`src/urfe_pkg.sv`:
```
// shared constants and types for the serial receive front end
package urfe_pkg;

  // ----------------------------------------------------------------
  // oversampling ratios, in sampling ticks per bit
  // ----------------------------------------------------------------
  localparam logic [4:0] OVS_16 = 5'h10;
  localparam logic [4:0] OVS_8 = 5'h08;

  // ----------------------------------------------------------------
  // character format
  // ----------------------------------------------------------------
  localparam int CHAR_W = 9; // widest character, nine-bit mode
  localparam logic [3:0] CHAR_BASE = 4'h5; // length code 0 means 5 bits
  localparam logic [3:0] NINE_LEN = 4'h9;

  // parity type field codes
  localparam logic [2:0] PAR_EVEN = 3'h0;
  localparam logic [2:0] PAR_ODD = 3'h1;
  localparam logic [2:0] PAR_SPACE = 3'h2;
  localparam logic [2:0] PAR_MARK = 3'h3;
  localparam logic [2:0] PAR_MD_DATA = 3'h6; // multidrop
  localparam logic [2:0] PAR_MD_ADDR = 3'h7; // multidrop
  localparam logic [1:0] PAR_NONE_HI = 2'h2; // codes 4 and 5: no parity

  // ----------------------------------------------------------------
  // manchester preamble patterns and sync delimiters
  // ----------------------------------------------------------------
  localparam logic [1:0] PP_ALL_ONE = 2'h0;
  localparam logic [1:0] PP_ALL_ZERO = 2'h1;
  localparam logic [1:0] PP_ONE_ZERO = 2'h2;
  localparam logic [1:0] PP_ZERO_ONE = 2'h3;
  // half-bit samples, oldest first in the top bit
  localparam logic [5:0] SYNC_CMD = 6'h38; // high 1.5 bits, then low
  localparam logic [5:0] SYNC_DATA = 6'h07; // low 1.5 bits, then high
  localparam logic [2:0] SYNC_LAST_HALF = 3'h5; // sixth half-bit sample

  // ----------------------------------------------------------------
  // receiver states
  // ----------------------------------------------------------------
  typedef enum logic [3:0] {
    ST_IDLE = 4'h1, // hunting for a start
    ST_PRE = 4'h2, // manchester preamble
    ST_SFD = 4'h4, // manchester start delimiter
    ST_DATA = 4'h8 // character bits
  } urfe_state_e;

endpackage : urfe_pkg

```
`src/urfe_hold_reg.sv`:
```
// receive holding register with ready and overrun flags
module urfe_hold_reg
  import urfe_pkg::*;
(
  input wire logic core_clk_in,
  input wire logic rst_in,
  input wire logic write_in, // one-cycle: character complete
  input wire logic [CHAR_W-1:0] char_in,
  input wire logic sync_in,
  input wire logic read_in, // software took the character
  input wire logic clear_status_in, // reset-status command
  output logic [CHAR_W-1:0] char_out,
  output logic sync_out,
  output logic ready_out,
  output logic overrun_out
);

  logic [CHAR_W-1:0] char_q; // held character
  logic sync_q; // command/data tag of held character
  logic ready_q;
  logic overrun_q;

  // ----------------------------------------------------------------
  // storage: a new character always overwrites the old one
  // ----------------------------------------------------------------
  // RULE21 newest character wins
  always_ff @(posedge core_clk_in) begin
    if (rst_in) begin
      char_q <= '0;
      sync_q <= 1'b0;
    end else if (write_in) begin
      char_q <= char_in;
      sync_q <= sync_in;
    end
  end

  // ready: a write in the same cycle as a read keeps it set
  // RULE21 ready flag
  always_ff @(posedge core_clk_in) begin
    if (rst_in) begin
      ready_q <= 1'b0;
    end else begin
      ready_q <= write_in | (ready_q & ~read_in);
    end
  end

  // overrun: set beats clear, so no lost event
  // RULE21 overrun detection
  always_ff @(posedge core_clk_in) begin
    if (rst_in) begin
      overrun_q <= 1'b0;
    end else begin
      overrun_q <= (write_in & ready_q) | (overrun_q & ~clear_status_in);
    end
  end

  assign char_out = char_q;
  assign sync_out = sync_q;
  assign ready_out = ready_q;
  assign overrun_out = overrun_q;

  // RULE21 overrun check
  property p_overrun;
    @(posedge core_clk_in) disable iff (rst_in)
    (write_in && ready_q) |=> (overrun_q && ready_q);
  endproperty
  a_overrun: assert property (p_overrun) // RULE21
    else $error("overrun not raised on write over full holding reg");

  // RULE21 ready and data
  property p_ready;
    @(posedge core_clk_in) disable iff (rst_in)
    write_in |=> (ready_q && char_q == $past(char_in));
  endproperty
  a_ready: assert property (p_ready) // RULE21
    else $error("ready or character missing after write");

endmodule : urfe_hold_reg

```
`src/urfe_receiver.sv`:
```
// serial receive front end: async, manchester and synchronous receiver
// How it works
// RULE1: async oversamples 16x or 8x by select
// RULE2: start after half bit low, then bits
// RULE3: 16x: start at eighth low, bit/16
// RULE4: 8x: start at fourth low, bit/8
// RULE5: length, nine-bit, order, parity shared with transmitter
// RULE6: only one stop bit checked
// RULE7: hunt next start right after stop
// RULE8: manchester mode decodes with preamble, delimiter
// RULE9: preamble length sets count; zero disables
// RULE10: polarity inverts stream; pattern field picks preamble
// RULE11: delimiter bit: one-bit zero or sync
// RULE12: manchester start after quarter bit low
// RULE13: sample quarters; mismatch resyncs at next edge
// RULE14: bit decided at three quarters
// RULE15: data only after preamble and delimiter
// RULE16: missing mid-cell transition sets sticky error
// RULE17: sync type stored beside received character
// RULE18: sender keeps delimiter consistent with idle level
// RULE19: sync mode: baud edge sampling, low starts
// RULE20: sync mode shares character format
// RULE21: holding register, ready flag, overrun on overwrite
// RULE22: parity mismatch sets sticky parity error
// RULE23: low stop bit sets sticky framing error
module urfe_receiver
  import urfe_pkg::*;
(
  input wire logic core_clk_in,
  input wire logic rst_in,
  input wire logic rxd_in, // serial data line
  input wire logic sample_tick_in, // oversampling clock pulse
  input wire logic baud_clk_in, // baud clock for sync mode
  input wire logic sync_mode_in,
  input wire logic oversample_8x_in,
  input wire logic [1:0] char_length_field_in,
  input wire logic nine_bit_select_in,
  input wire logic msb_first_select_in,
  input wire logic [2:0] parity_type_field_in,
  input wire logic manchester_enable_in,
  input wire logic [3:0] rx_preamble_length_in,
  input wire logic rx_manchester_polarity_in,
  input wire logic [1:0] rx_preamble_pattern_in,
  input wire logic delimiter_type_select_in,
  input wire logic reset_status_command_in,
  input wire logic holding_read_in,
  output logic [CHAR_W-1:0] received_char_field_out,
  output logic received_sync_flag_out,
  output logic receive_ready_flag_out,
  output logic overrun_flag_out,
  output logic parity_error_flag_out,
  output logic framing_error_flag_out,
  output logic manchester_error_flag_out
);

  // ----------------------------------------------------------------
  // helpers
  // ----------------------------------------------------------------
  // RULE1 RULE4 ratio select
  function automatic logic [4:0] bit_ticks(input logic over8);
    bit_ticks = over8 ? OVS_8 : OVS_16;
  endfunction : bit_ticks

  // RULE5 data bit count
  function automatic logic [3:0] char_len(input logic nine,
                                          input logic [1:0] char_length_field);
    char_len = nine ? NINE_LEN : CHAR_BASE + {2'b00, char_length_field};
  endfunction : char_len

  function automatic logic par_used(input logic [2:0] mode);
    par_used = (mode[2:1] != PAR_NONE_HI);
  endfunction : par_used

  // RULE22 parity check per mode
  function automatic logic par_bad(input logic [2:0] mode,
                                   input logic ones, input logic pbit);
    case (mode)
      PAR_EVEN: par_bad = (pbit != ones);
      PAR_ODD: par_bad = (pbit == ones);
      PAR_SPACE: par_bad = pbit;
      PAR_MARK: par_bad = ~pbit;
      PAR_MD_DATA, PAR_MD_ADDR: par_bad = pbit; // address byte flagged
      default: par_bad = 1'b0;
    endcase
  endfunction : par_bad

  // RULE10 expected preamble cell value
  function automatic logic pre_bit(input logic [1:0] pp, input logic odd);
    case (pp)
      PP_ALL_ONE: pre_bit = 1'b1;
      PP_ALL_ZERO: pre_bit = 1'b0;
      PP_ONE_ZERO: pre_bit = ~odd;
      PP_ZERO_ONE: pre_bit = odd;
      default: pre_bit = 1'b0;
    endcase
  endfunction : pre_bit

  // ----------------------------------------------------------------
  // declarations
  // ----------------------------------------------------------------
  urfe_state_e st_q; // receiver state
  logic [4:0] cnt_q; // sampling tick counter
  logic half_q; // manchester: first half of cell taken
  logic h1_q; // manchester: first half-bit sample
  logic [3:0] pre_cnt_q; // preamble cells matched
  logic [5:0] sfd_q; // sync delimiter half-bit history
  logic [2:0] nh_q; // sync delimiter half-bits seen
  logic cmd_q; // delimiter was a command sync
  logic baud_prev_q; // last baud clock level
  logic [3:0] bit_idx_q; // position within the character
  logic [CHAR_W-1:0] data_q; // assembled data bits
  logic acc_q; // running xor of data bits
  logic pbit_q; // received parity bit
  logic parity_err_q;
  logic framing_err_q;
  logic man_err_q;

  logic man_w; // manchester decoding active
  logic line_w; // line after polarity
  logic tick_w; // sampling moment
  logic baud_rise_w;
  logic [4:0] full_w;
  logic [4:0] half_w;
  logic [4:0] quarter_w;
  logic cnt_end_w; // last tick of a bit or half bit
  logic start_ok_w; // low long enough to be a start
  logic pair_w; // manchester cell complete outside data
  logic bit_stb_w; // one character bit taken
  logic bit_val_w;
  logic viol_w; // manchester code violation
  logic last_w; // stop bit taken, character complete
  logic [3:0] len_w;
  logic [3:0] total_w;
  logic [5:0] sfd_next_w;

  // ----------------------------------------------------------------
  // sampling moments
  // ----------------------------------------------------------------
  // manchester needs the oversampler, so it is off in sync mode
  // RULE8 manchester select
  assign man_w = manchester_enable_in & ~sync_mode_in;
  // RULE10 polarity
  assign line_w = man_w ? (rxd_in ^ rx_manchester_polarity_in) : rxd_in;
  // RULE19 rising baud edge
  assign baud_rise_w = baud_clk_in & ~baud_prev_q;
  assign tick_w = sync_mode_in ? baud_rise_w : sample_tick_in;
  assign full_w = bit_ticks(oversample_8x_in);
  assign half_w = {1'b0, full_w[4:1]};
  assign quarter_w = {2'b00, full_w[4:2]};
  // RULE20 one format for all modes
  assign len_w = char_len(nine_bit_select_in, char_length_field_in);
  assign total_w = len_w + {3'b000, par_used(parity_type_field_in)};
  assign sfd_next_w = {sfd_q[4:0], line_w};

  // edge detect on the baud clock input
  always_ff @(posedge core_clk_in) begin
    if (rst_in) begin
      baud_prev_q <= 1'b0;
    end else begin
      baud_prev_q <= baud_clk_in;
    end
  end

  // bit and cell strobes
  always_comb begin
    // RULE3 sample each bit after a full count
    cnt_end_w = man_w ? (cnt_q == half_w - 5'h01)
                      : (cnt_q == full_w - 5'h01);
    // RULE2 half bit low confirms start
    // RULE12 quarter bit in manchester
    if (sync_mode_in) begin
      start_ok_w = 1'b1;
    end else if (man_w) begin
      start_ok_w = (cnt_q == quarter_w - 5'h01);
    end else begin
      start_ok_w = (cnt_q == half_w - 5'h01);
    end
    pair_w = tick_w & cnt_end_w & half_q;
    // RULE15 bits pass only in the data state
    bit_stb_w = 1'b0;
    if (st_q == ST_DATA && tick_w) begin
      if (sync_mode_in) begin
        bit_stb_w = 1'b1;
      end else if (man_w) begin
        bit_stb_w = cnt_end_w & half_q;
      end else begin
        bit_stb_w = cnt_end_w;
      end
    end
    // RULE14 value from the three-quarter sample
    bit_val_w = man_w ? ~line_w : line_w;
    // RULE16 no mid-cell transition
    viol_w = man_w & bit_stb_w & (h1_q == line_w);
    // RULE6 one stop bit after data and parity
    last_w = bit_stb_w & (bit_idx_q == total_w);
  end

  // ----------------------------------------------------------------
  // tick counter and half-bit sampler
  // ----------------------------------------------------------------
  // a high sample restarts the low count, rejecting short pulses
  // RULE13 half-bit sampling
  always_ff @(posedge core_clk_in) begin
    if (rst_in) begin
      cnt_q <= 5'h00;
      half_q <= 1'b0;
      h1_q <= 1'b0;
    end else if (st_q == ST_IDLE) begin
      if (tick_w) begin
        if (line_w) begin
          cnt_q <= 5'h00;
        end else if (start_ok_w) begin
          // start point is the first quarter sample, known low
          cnt_q <= 5'h00;
          half_q <= man_w;
          h1_q <= 1'b0;
        end else begin
          cnt_q <= cnt_q + 5'h01;
        end
      end
    end else if (last_w) begin
      cnt_q <= 5'h00;
      half_q <= 1'b0;
    end else if (tick_w && !sync_mode_in) begin
      if (cnt_end_w) begin
        cnt_q <= 5'h00;
        half_q <= man_w & ~half_q;
        if (!half_q) begin
          h1_q <= line_w;
        end
      end else begin
        cnt_q <= cnt_q + 5'h01;
      end
    end
  end

  // ----------------------------------------------------------------
  // receiver state machine
  // ----------------------------------------------------------------
  always_ff @(posedge core_clk_in) begin
    if (rst_in) begin
      st_q <= ST_IDLE;
      pre_cnt_q <= 4'h0;
      sfd_q <= 6'h00;
      nh_q <= 3'h0;
      cmd_q <= 1'b0;
    end else begin
      case (st_q)
        ST_IDLE: begin
          if (tick_w && !line_w && start_ok_w) begin
            pre_cnt_q <= 4'h0;
            sfd_q <= 6'h00;
            nh_q <= 3'h1;
            cmd_q <= 1'b0;
            // RULE9 zero length skips the preamble
            if (man_w) begin
              st_q <= (rx_preamble_length_in != 4'h0) ? ST_PRE : ST_SFD;
            end else begin
              st_q <= ST_DATA;
            end
          end
        end
        ST_PRE: begin
          if (!man_w) begin
            st_q <= ST_IDLE;
          end else if (pair_w) begin
            // RULE13 match keeps timing, mismatch resyncs
            if (h1_q != line_w &&
                h1_q == pre_bit(rx_preamble_pattern_in, pre_cnt_q[0])) begin
              if (pre_cnt_q + 4'h1 == rx_preamble_length_in) begin
                st_q <= ST_SFD;
                sfd_q <= 6'h00;
                nh_q <= 3'h0;
              end else begin
                pre_cnt_q <= pre_cnt_q + 4'h1;
              end
            end else begin
              st_q <= ST_IDLE;
            end
          end
        end
        ST_SFD: begin
          if (!man_w) begin
            st_q <= ST_IDLE;
          end else if (delimiter_type_select_in) begin
            // RULE11 one-bit delimiter: encoded zero only
            if (pair_w) begin
              st_q <= (!h1_q && line_w) ? ST_DATA : ST_IDLE;
            end
          end else if (tick_w && cnt_end_w) begin
            sfd_q <= sfd_next_w;
            nh_q <= nh_q + 3'h1;
            // RULE17 command or data sync
            if (nh_q == SYNC_LAST_HALF) begin
              if (sfd_next_w == SYNC_CMD) begin
                st_q <= ST_DATA;
                cmd_q <= 1'b1;
              end else if (sfd_next_w == SYNC_DATA) begin
                st_q <= ST_DATA;
                cmd_q <= 1'b0;
              end else begin
                st_q <= ST_IDLE;
              end
            end
          end
        end
        ST_DATA: begin
          // RULE7 hunt again right after the stop bit
          if (last_w) begin
            st_q <= ST_IDLE;
          end
        end
        default: begin
          st_q <= ST_IDLE;
        end
      endcase
    end
  end

  // ----------------------------------------------------------------
  // character assembly
  // ----------------------------------------------------------------
  // RULE5 bit order and length
  always_ff @(posedge core_clk_in) begin
    if (rst_in || st_q == ST_IDLE) begin
      bit_idx_q <= 4'h0;
      data_q <= '0;
      acc_q <= 1'b0;
      pbit_q <= 1'b0;
    end else if (bit_stb_w) begin
      bit_idx_q <= bit_idx_q + 4'h1;
      if (bit_idx_q < len_w) begin
        acc_q <= acc_q ^ bit_val_w;
        if (msb_first_select_in) begin
          data_q <= {data_q[CHAR_W-2:0], bit_val_w};
        end else begin
          data_q[bit_idx_q] <= bit_val_w;
        end
      end else if (bit_idx_q == len_w) begin
        pbit_q <= bit_val_w;
      end
    end
  end

  // ----------------------------------------------------------------
  // sticky error flags; a set in the clear cycle wins
  // ----------------------------------------------------------------
  always_ff @(posedge core_clk_in) begin
    if (rst_in) begin
      parity_err_q <= 1'b0;
      framing_err_q <= 1'b0;
      man_err_q <= 1'b0;
    end else begin
      // RULE22 parity error
      parity_err_q <= (last_w & par_used(parity_type_field_in) &
                       par_bad(parity_type_field_in, acc_q, pbit_q)) |
                      (parity_err_q & ~reset_status_command_in);
      // RULE23 low stop bit
      framing_err_q <= (last_w & ~bit_val_w) |
                       (framing_err_q & ~reset_status_command_in);
      // RULE16 manchester error
      man_err_q <= viol_w | (man_err_q & ~reset_status_command_in);
    end
  end

  // ----------------------------------------------------------------
  // holding register
  // ----------------------------------------------------------------
  // RULE21 completed character handed over
  urfe_hold_reg u_hold (
    .core_clk_in(core_clk_in),
    .rst_in(rst_in),
    .write_in(last_w),
    .char_in(data_q),
    .sync_in(cmd_q),
    .read_in(holding_read_in),
    .clear_status_in(reset_status_command_in),
    .char_out(received_char_field_out),
    .sync_out(received_sync_flag_out),
    .ready_out(receive_ready_flag_out),
    .overrun_out(overrun_flag_out)
  );

  assign parity_error_flag_out = parity_err_q;
  assign framing_error_flag_out = framing_err_q;
  assign manchester_error_flag_out = man_err_q;

  // ----------------------------------------------------------------
  // checks
  // ----------------------------------------------------------------
  // RULE3 start at eighth low
  property p_start16;
    @(posedge core_clk_in) disable iff (rst_in)
    (st_q == ST_IDLE && !man_w && !sync_mode_in && !oversample_8x_in &&
     tick_w && !line_w && cnt_q == 5'h07) |=> (st_q == ST_DATA);
  endproperty
  a_start16: assert property (p_start16) // RULE3
    else $error("16x start not taken at eighth low sample");

  // RULE4 start at fourth low
  property p_start8;
    @(posedge core_clk_in) disable iff (rst_in)
    (st_q == ST_IDLE && !man_w && !sync_mode_in && oversample_8x_in &&
     tick_w && !line_w && cnt_q == 5'h03) |=> (st_q == ST_DATA);
  endproperty
  a_start8: assert property (p_start8) // RULE4
    else $error("8x start not taken at fourth low sample");

  // RULE3 bit spacing 16
  property p_space16;
    @(posedge core_clk_in) disable iff (rst_in)
    (bit_stb_w && !man_w && !sync_mode_in && !oversample_8x_in)
      |-> (cnt_q == 5'h0f);
  endproperty
  a_space16: assert property (p_space16) // RULE3
    else $error("16x bit sampled off its sixteenth tick");

  // RULE4 bit spacing 8
  property p_space8;
    @(posedge core_clk_in) disable iff (rst_in)
    (bit_stb_w && !man_w && !sync_mode_in && oversample_8x_in)
      |-> (cnt_q == 5'h07);
  endproperty
  a_space8: assert property (p_space8) // RULE4
    else $error("8x bit sampled off its eighth tick");

  // RULE19 low on baud edge starts
  property p_sync_start;
    @(posedge core_clk_in) disable iff (rst_in)
    (st_q == ST_IDLE && sync_mode_in && baud_rise_w && !rxd_in)
      |=> (st_q == ST_DATA);
  endproperty
  a_sync_start: assert property (p_sync_start) // RULE19
    else $error("sync mode start missed");

  // RULE7 back to hunting
  property p_stop_idle;
    @(posedge core_clk_in) disable iff (rst_in)
    last_w |=> (st_q == ST_IDLE && receive_ready_flag_out);
  endproperty
  a_stop_idle: assert property (p_stop_idle) // RULE7
    else $error("receiver not hunting after stop bit");

  // RULE11 one-bit delimiter must be zero
  property p_delimiter_type_select;
    @(posedge core_clk_in) disable iff (rst_in)
    (st_q == ST_SFD && man_w && delimiter_type_select_in && pair_w && h1_q)
      |=> (st_q == ST_IDLE);
  endproperty
  a_delimiter_type_select: assert property (p_delimiter_type_select) // RULE11
    else $error("encoded one accepted as start delimiter");

  // RULE16 violation sets flag
  property p_manchester_error_flag;
    @(posedge core_clk_in) disable iff (rst_in)
    viol_w |=> manchester_error_flag_out;
  endproperty
  a_manchester_error_flag: assert property (p_manchester_error_flag) // RULE16
    else $error("manchester violation not flagged");

  // RULE22 parity error sticks
  property p_par_hold;
    @(posedge core_clk_in) disable iff (rst_in)
    (parity_err_q && !reset_status_command_in) |=> parity_err_q;
  endproperty
  a_par_hold: assert property (p_par_hold) // RULE22
    else $error("parity error dropped without reset-status");

  // RULE23 framing error
  property p_frame;
    @(posedge core_clk_in) disable iff (rst_in)
    (last_w && !bit_val_w) |=> framing_error_flag_out;
  endproperty
  a_frame: assert property (p_frame) // RULE23
    else $error("low stop bit not flagged");

endmodule : urfe_receiver

```
`config.mk`:
```
export PLATFORM = sky130hd
export DESIGN_NAME = urfe_receiver
export DESIGN_NICKNAME = d
export VERILOG_FILES = /design/src/urfe_pkg.sv /design/src/urfe_hold_reg.sv /design/src/urfe_receiver.sv
export SDC_FILE = /design/constraint.sdc
export NUM_CORES = 1
export LEC_CHECK = 0
export ABC_AREA = 1
export BUFFER_PORTS_ARGS = -buffer_cell sky130_fd_sc_hd__buf_2
export CAP_MARGIN = 10
export CORE_MARGIN = 2
export CORE_UTILIZATION = 40
export CTS_CLUSTER_DIAMETER = 50
export CTS_CLUSTER_SIZE = 24
export DETAILED_ROUTE_END_ITERATION = 12
export PLACE_DENSITY = 0.63
export SLEW_MARGIN = 20
export SYNTH_ARGS = -nofsm -noshare
export SYNTH_HDL_FRONTEND = slang
export SYNTH_SLANG_ARGS = --single-unit
```
`constraint.sdc`:
```
create_clock -name core_clk_in -period 3.2 [get_ports core_clk_in]
set_input_delay 0.64 -clock core_clk_in [delete_from_list [all_inputs] [get_ports core_clk_in]]
set_output_delay 0.64 -clock core_clk_in [all_outputs]
set_load 0.01 [all_outputs]
```
==> results.md, run 1 <==
* Status: complete, no violations
* Clock power share at 0.154
* Initial Util at 0.407
* Seq cells post-synth at 55
* CTS Hold Bufs at 0
* Final Max Slew Viols at 0
* Port bufs at 39
* CP Capture Type: flop
* Sequential area share after synthesis at 0.296
* Initial antenna violation count at 0
* Post-Synth Simple-Gate Area at 0.416
* Hold WS at between 0.4 and 0.5 ns
* Xor and xnor fraction of the mapped netlist area at 0.0188
* Mapped Area at approximately 3700 um^2
* Total grt overflow at 0
* Worst path slowest cell: ha_1
* Worst-Skew Late Latency at roughly 0.32 ns
* Area growth, synth to finish at 9.94%
* Max clock buf depth at 2
* Area of the core at approximately 9200 um^2
* Crit path max fanout at 9
* VDD IR-drop max at ~0.29 mV
* WL final at 8.78 mm
* Worst slew margin at 0.602
* Via count at 3629
* Net Switching at 1330 uW
* Final Hold Viols at 0
* Yosys Warn Count at 0
* Mean post-synth cell area at about 6.3 um^2
* Crit-path max cell delay at about 0.3 ns
* Final setup fails at 0
* Synth Instances at between 500 and 600
* Clock Sinks at 55
* Total GRT Usage at 0.180
* Pint at 1490 uW
* Area fraction in compound gates after synthesis at 0.110
* Post-route setup slack at about 0.80 ns
* Worst Tran Pin Value at between 0.5 and 0.6 ns
* Largest net degree at the start of global routing at 24
* WL per Instance at around 12 um
* Combinational share of power at 0.527
* Clock Skew at approximately 0.016 ns
* Period minus WS final at ~2.4 ns
* Clk slew on worst S/H paths at around 0.11 ns
* Setup Total Neg Slack at 0 ns
* Max-Cap Viols at 0
* CTS tree: built
* DR pass1 iterations at 4
* Num ports at 40
* DRT iter0 DRCs at 147
* Predominant post-synthesis flop cell: dfxtp_1
* Routed Antenna Nets at 0
* Cell family with most CP delay: simple AND/OR/NAND/NOR gates
* Die Height at about 100 um
* Fmax achieved at approximately 420 MHz
* Ant diodes at 0
* Worst Path Buf+Inv at 3
* CP arrival at about 2.6 ns
* Req. time, crit path at roughly 3.4 ns
* Sw Share at 0.472
* Post-place setup slack at about 0.48 ns
* HP Class: reg -> reg
* Routability cong. at between 0.9 and 1
* Synthesized Nets at 630
* Number of flops mapped to enable cells by yosys at 0
* Lkg Pwr at around 0.0019 uW
* Synth Area in Adders at 0.0537
* Layout net count at 664
* # H-tree levels at 2
* Mux contribution to synthesized area at 0
* CP most frequent cell: nand2_1
* DRC at 0
* Layout Utilization at 0.448
* RSZ-0062 raised after global routing: no
* First-pass GRT wire length at 15.0 mm
* Synth cell types at 42
* Vias/cell at approximately 4.9
* Total die area at 10100 um^2
* CP Cell Sequence: buf_2, ha_1, nand2_1, inv_1, ha_1, or2_1, nand2_1, nand2_1, nand2_1, inv_1, nor2_2, nand3_2, nand2_2, nand2_1, o21ai_1, nor2_1
* Pwr Density at 689 nW/um^2
* Inserted Clock Buffers at 5
* Vias in the first global route at around 3.3k
* Share of power burned in registers at 0.319
* Post-CTS setup buffers at 0
* Ys async rst share at 0
* Post-DP HPWL at slightly below 7 mm
* CTS resizes at 0
* Die W at ~100 um
* CP startpoint kind: primary input
* Crit Path Category: in -> reg
* Share of post-route cells with drive strength above 1 at 0.144
* Main combinational cell family by area after synthesis: simple AND/OR/NAND/NOR gates
* CTS root buffer: clkbuf_8
* # rows at 35
* Part of the cycle the worst path needs at 0.750
## worst paths after layout
path / from / end / slack (ns) / cells past startpoint
worst max register to register: cnt_q[0]$_SDFFE_PP0P_ / sfd_q[0]$_SDFFE_PP0P_ / 0.98 / 12
worst min register to register: u_hold.char_out[2]$_SDFFE_PP0N_ / u_hold.char_out[2]$_SDFFE_PP0N_ / 0.47 / 2
worst min-delay path: u_hold.char_out[2]$_SDFFE_PP0N_ / u_hold.char_out[2]$_SDFFE_PP0N_ / 0.47 / 2
worst max-delay path: char_length_field_in[0] / cnt_q[1]$_SDFFE_PP0P_ / 0.80 / 16
## sequential cells by signal, summed over array words and instances, names as in the netlist
signal,flops
baud_prev_q,1
data_q,9
u_hold.char_out,9
st_q,4
h1_q,1
u_hold.overrun_out,1
bit_idx_q,4
half_q,1
pbit_q,1
u_hold.ready_out,1
pre_cnt_q,4
framing_error_flag_out,1
u_hold.sync_out,1
parity_error_flag_out,1
sfd_q,5
cmd_q,1
nh_q,3
manchester_error_flag_out,1
cnt_q,5
acc_q,1
## cell type report
| class | instances | area, um^2 |
|---|---|---|
| Fill cell | 952 | 5060 |
| Multi-Input combinational cell | 439 | 2230 |
| Sequential cell | 55 | 1100 |
| Inverter | 79 | 297 |
| Timing Repair Buffer | 43 | 225 |
| Tap cell | 111 | 139 |
| Clock buffer | 6 | 82.6 |
| Clock inverter | 2 | 20.0 |
## kinds of logic after synthesis
kind of cell               count (synthesis)
AOI/OAI and AO/OA                         72
xor gates and xnor gates                   8
adders and majority gates                 16
buffers and inverters                     95
DFF                                       55
and+or+nand+nor                          343
## synth_stat cells (7+ instances only)
master   count  share of area
nand2_1    155           0.16
nor2_1      80          0.081
inv_1       68          0.069
nand3_1     59          0.079
dfxtp_1     55           0.30
a21oi_1     32          0.043
o21ai_0     18          0.024
ha_1        16          0.054
inv_2       11          0.011
o21ai_1     10          0.013
nand4_1      9          0.015
nor3_1       7         0.0094
## layer usage
metal | track usage | wire [um]
met5 | 0 | 0
met4 | 0.0495 | 149
met2 | 0.310 | 4060
met3 | 0.0354 | 352
met1 | 0.231 | 4210
## power by group through the flow
stage | combinational [uW] | sequential [uW] | clock, uW
global route | 1720 | 916 | 474
floorplan | 1260 | 889 | 0
global placement | 1450 | 912 | 0
detailed placement | 1480 | 915 | 0
CTS | 1490 | 900 | 449
finish | 1490 | 900 | 435
## worst min-delay path, cell delays in order, from the launching register on
cell,delay (ns)
dfxtp_1,0.33
nand2_1,0.06
a21oi_1,0.06
## stage by stage
stage               instances  instance area [um^2]  power [uW]
finish                    735                  4100        2820
global route              735                  4100        3110
CTS                       735                  4100        2830
detailed placement        727                  3990        2390
global placement          727                  3990        2370
floorplan                 589                  3730        2150
## placed cells by master, fill, tap and decap left out, types with 4 or more instances in the layout
master	Yosys	layout
a21oi_1	32	32
buf_2	5	39
buf_4	2	4
clkbuf_8	0	6
dfxtp_1	55	55
ha_1	16	16
inv_1	68	68
inv_2	11	11
nand2_1	155	155
nand2_2	6	6
nand3_1	59	59
nand3_2	4	4
nand3b_1	4	4
nand4_1	9	9
nor2_1	80	80
nor2_2	4	4
nor3_1	7	7
o21ai_0	18	18
o21ai_1	10	10
xnor2_1	6	6
Power figures use the tool's default switching activity.
==> inputs of run 2 (changes only) <==
==> constraint.sdc (replaced) <==
create_clock -name core_clk_in -period 2.22 [get_ports core_clk_in]
set_input_delay 0.444 -clock core_clk_in [delete_from_list [all_inputs] [get_ports core_clk_in]]
set_output_delay 0.444 -clock core_clk_in [all_outputs]
set_load 0.01 [all_outputs]
==> results.md, run 2 (same netlist as run 1, synthesis figures left out) <==
* Clock Sinks at between 50 and 60
* Routed Antenna Nets at 0
* Worst-Skew Late Latency at roughly 0.31 ns
* Most frequent cells in the layout: 154 x nand2_1, 78 x nor2_1, 68 x inv_1
* Via count at around 3.8k
* DRC at 0
* Clock Skew at ~0.010 ns
* Dpl cells at roughly 760
* R2R setup slack at 0.23 ns
* Num ports at 40
* WL per Instance at 11.8 um
* Hold Crit Endpoint: baud_prev_q$_SDFF_PP0_
* Filler cells at 968
* Share of post-route cells with drive strength above 1 at 0.194
* Crit-path max cell delay at around 0.3 ns
* WL final at roughly 9.1 mm
* First-pass GRT wire length at roughly 15 mm
* VDD IR-drop max at 0.408 mV
* DR pass1 iterations at 4
* Total GRT Usage at 0.183
* Vias/cell at 4.93
* Hold path cells at 3
* Max clock buf depth at 2
* Req. time, crit path at 2.43 ns
* Die W at 101 um
* Inserted Clock Buffers at 5
* Total grt overflow at 0
* CP Capture Type: flop
* # H-tree levels at 2
* DRT iter0 DRCs at 120
* CTS Hold Bufs at 0
* Ant diodes at 0
* Final Hold Viols at 0
* CTS root buffer: clkbuf_8
* Die Height at 101 um
* Post-route insts no fill at 766
* # rows at 35
* Crit path max fanout at 6
* Worst slew margin at 0.573
* Max-Cap Viols at 0
* Initial Util at 0.407
* Post-CTS setup buffers at 0
* Port bufs at 39
* Launching point of the worst reg2reg path: cnt_q[1]$_SDFFE_PP0P_
* Tot Pwr at approximately 4400 uW
* Initial antenna violation count at 0
* Lkg Pwr at ~0.0021 uW
* Area of the core at between 9000 and 10000 um^2
* Worst Tran Pin Value at ~0.64 ns
* Clk slew on worst S/H paths at 0.10 ns
* Part of the cycle the worst path needs at 0.943
* Routability cong. at a little under 0.9
* CP startpoint kind: primary input
* Total die area at approximately 10000 um^2
* Final Max Slew Viols at 0
* Worst hold start: baud_clk_in
* Worst r2r path cells at 14
* Post-DP HPWL at ~7.2 mm
* Reg2reg end: data_q[1]$_SDFFE_PP0P_
* CP arrival at about 2.3 ns
* Period minus WS final at ~2.1 ns
* FF/Latch Area at between 1000 and 1500 um^2
* Pwr Density at about 1000 nW/um^2
* Layout net count at 696
* Final setup fails at 0
* Crit Path Category: in -> reg
* Vias in the first global route at approximately 3.5k
* Area growth, synth to finish at 17.4%
* CTS tree: built
* Worst path slowest cell: ha_1
* HP Class: in -> reg
* Multi-input gate area at between 2000 and 2500 um^2
* Fmax achieved at between 400 and 500 MHz
* Commonest non-fill, non-tap cell in the layout: nand2_1
* Largest net degree at the start of global routing at 22
* CP Cell Sequence: buf_2, ha_1, nand2_1, inv_1, ha_1, xnor2_1, nand3_1, nor2_4, nand3_4, a21oi_1, nand2_1, nand2_2, nor2_1
* Status: complete, no violations
[run 2: worst max-delay path by stage]
| stage | start | end |
|---|---|---|
| 4_1_cts | char_length_field_in[0] | cnt_q[3]$_SDFFE_PP0P_ |
| 3_3_place_gp | char_length_field_in[0] | cnt_q[3]$_SDFFE_PP0P_ |
| 3_5_place_dp | char_length_field_in[0] | cnt_q[2]$_SDFFE_PP0P_ |
| 5_1_grt | char_length_field_in[0] | cnt_q[3]$_SDFFE_PP0P_ |
| 6_report | char_length_field_in[0] | cnt_q[2]$_SDFFE_PP0P_ |
| 2_1_floorplan | char_length_field_in[0] | cnt_q[1]$_SDFFE_PP0P_ |
[run 2: repair_timing]
action                                 in CTS  in global routing
endpoints found under the hold margin       0                  0
setup endpoints to repair                   0                 28
resized for setup                           0                  9
[run 2: layout make-up]
type                            count  share of cell area
Clock buffer                        5              0.0157
Tap cell                          111              0.0317
Clock inverter                      2             0.00858
Timing Repair Buffer               74               0.105
Sequential cell                    55               0.252
Multi-Input combinational cell    440               0.520
Inverter                           79              0.0678
[run 2: layer usage]
metal  routed length, um  GRT usage  vias to the layer above
met1                4030      0.226                     1684
met4                 142     0.0485                        0
met5                   0          0                        -
met2                4510      0.331                       70
met3                 379     0.0270                       11
li1                    -          -                     2009
[run 2: through the flow]
stage / worst slack [ns] / TNS (ns) / instance area, um^2 / util / hold WS, ns
6_report: 0.127 / 0 / 4380 / 0.478 / 0.344
5_1_grt: -0.00275 / -0.00275 / 4380 / 0.478 / 0.357
4_1_cts: 0.0182 / 0 / 4330 / 0.473 / 0.344
3_5_place_dp: -0.310 / -5.99 / 4230 / 0.462 / 0.459
3_3_place_gp: -0.224 / -3.85 / 4230 / 0.462 / 0.452
2_1_floorplan: 0.00339 / 0 / 3730 / - / 0.438
[run 2: critical path: cells and delay by family]
kind	cells	cell delay (ns)
simple gates	7	0.82
fa+ha+maj	2	0.58
compound gates	1	0.18
buf+inv	2	0.16
xor+xnor	1	0.14
[run 2: where the power goes]
part           internal, uW  switching, uW
Clock                   330            330
Sequential             1150            138
Combinational           931           1480
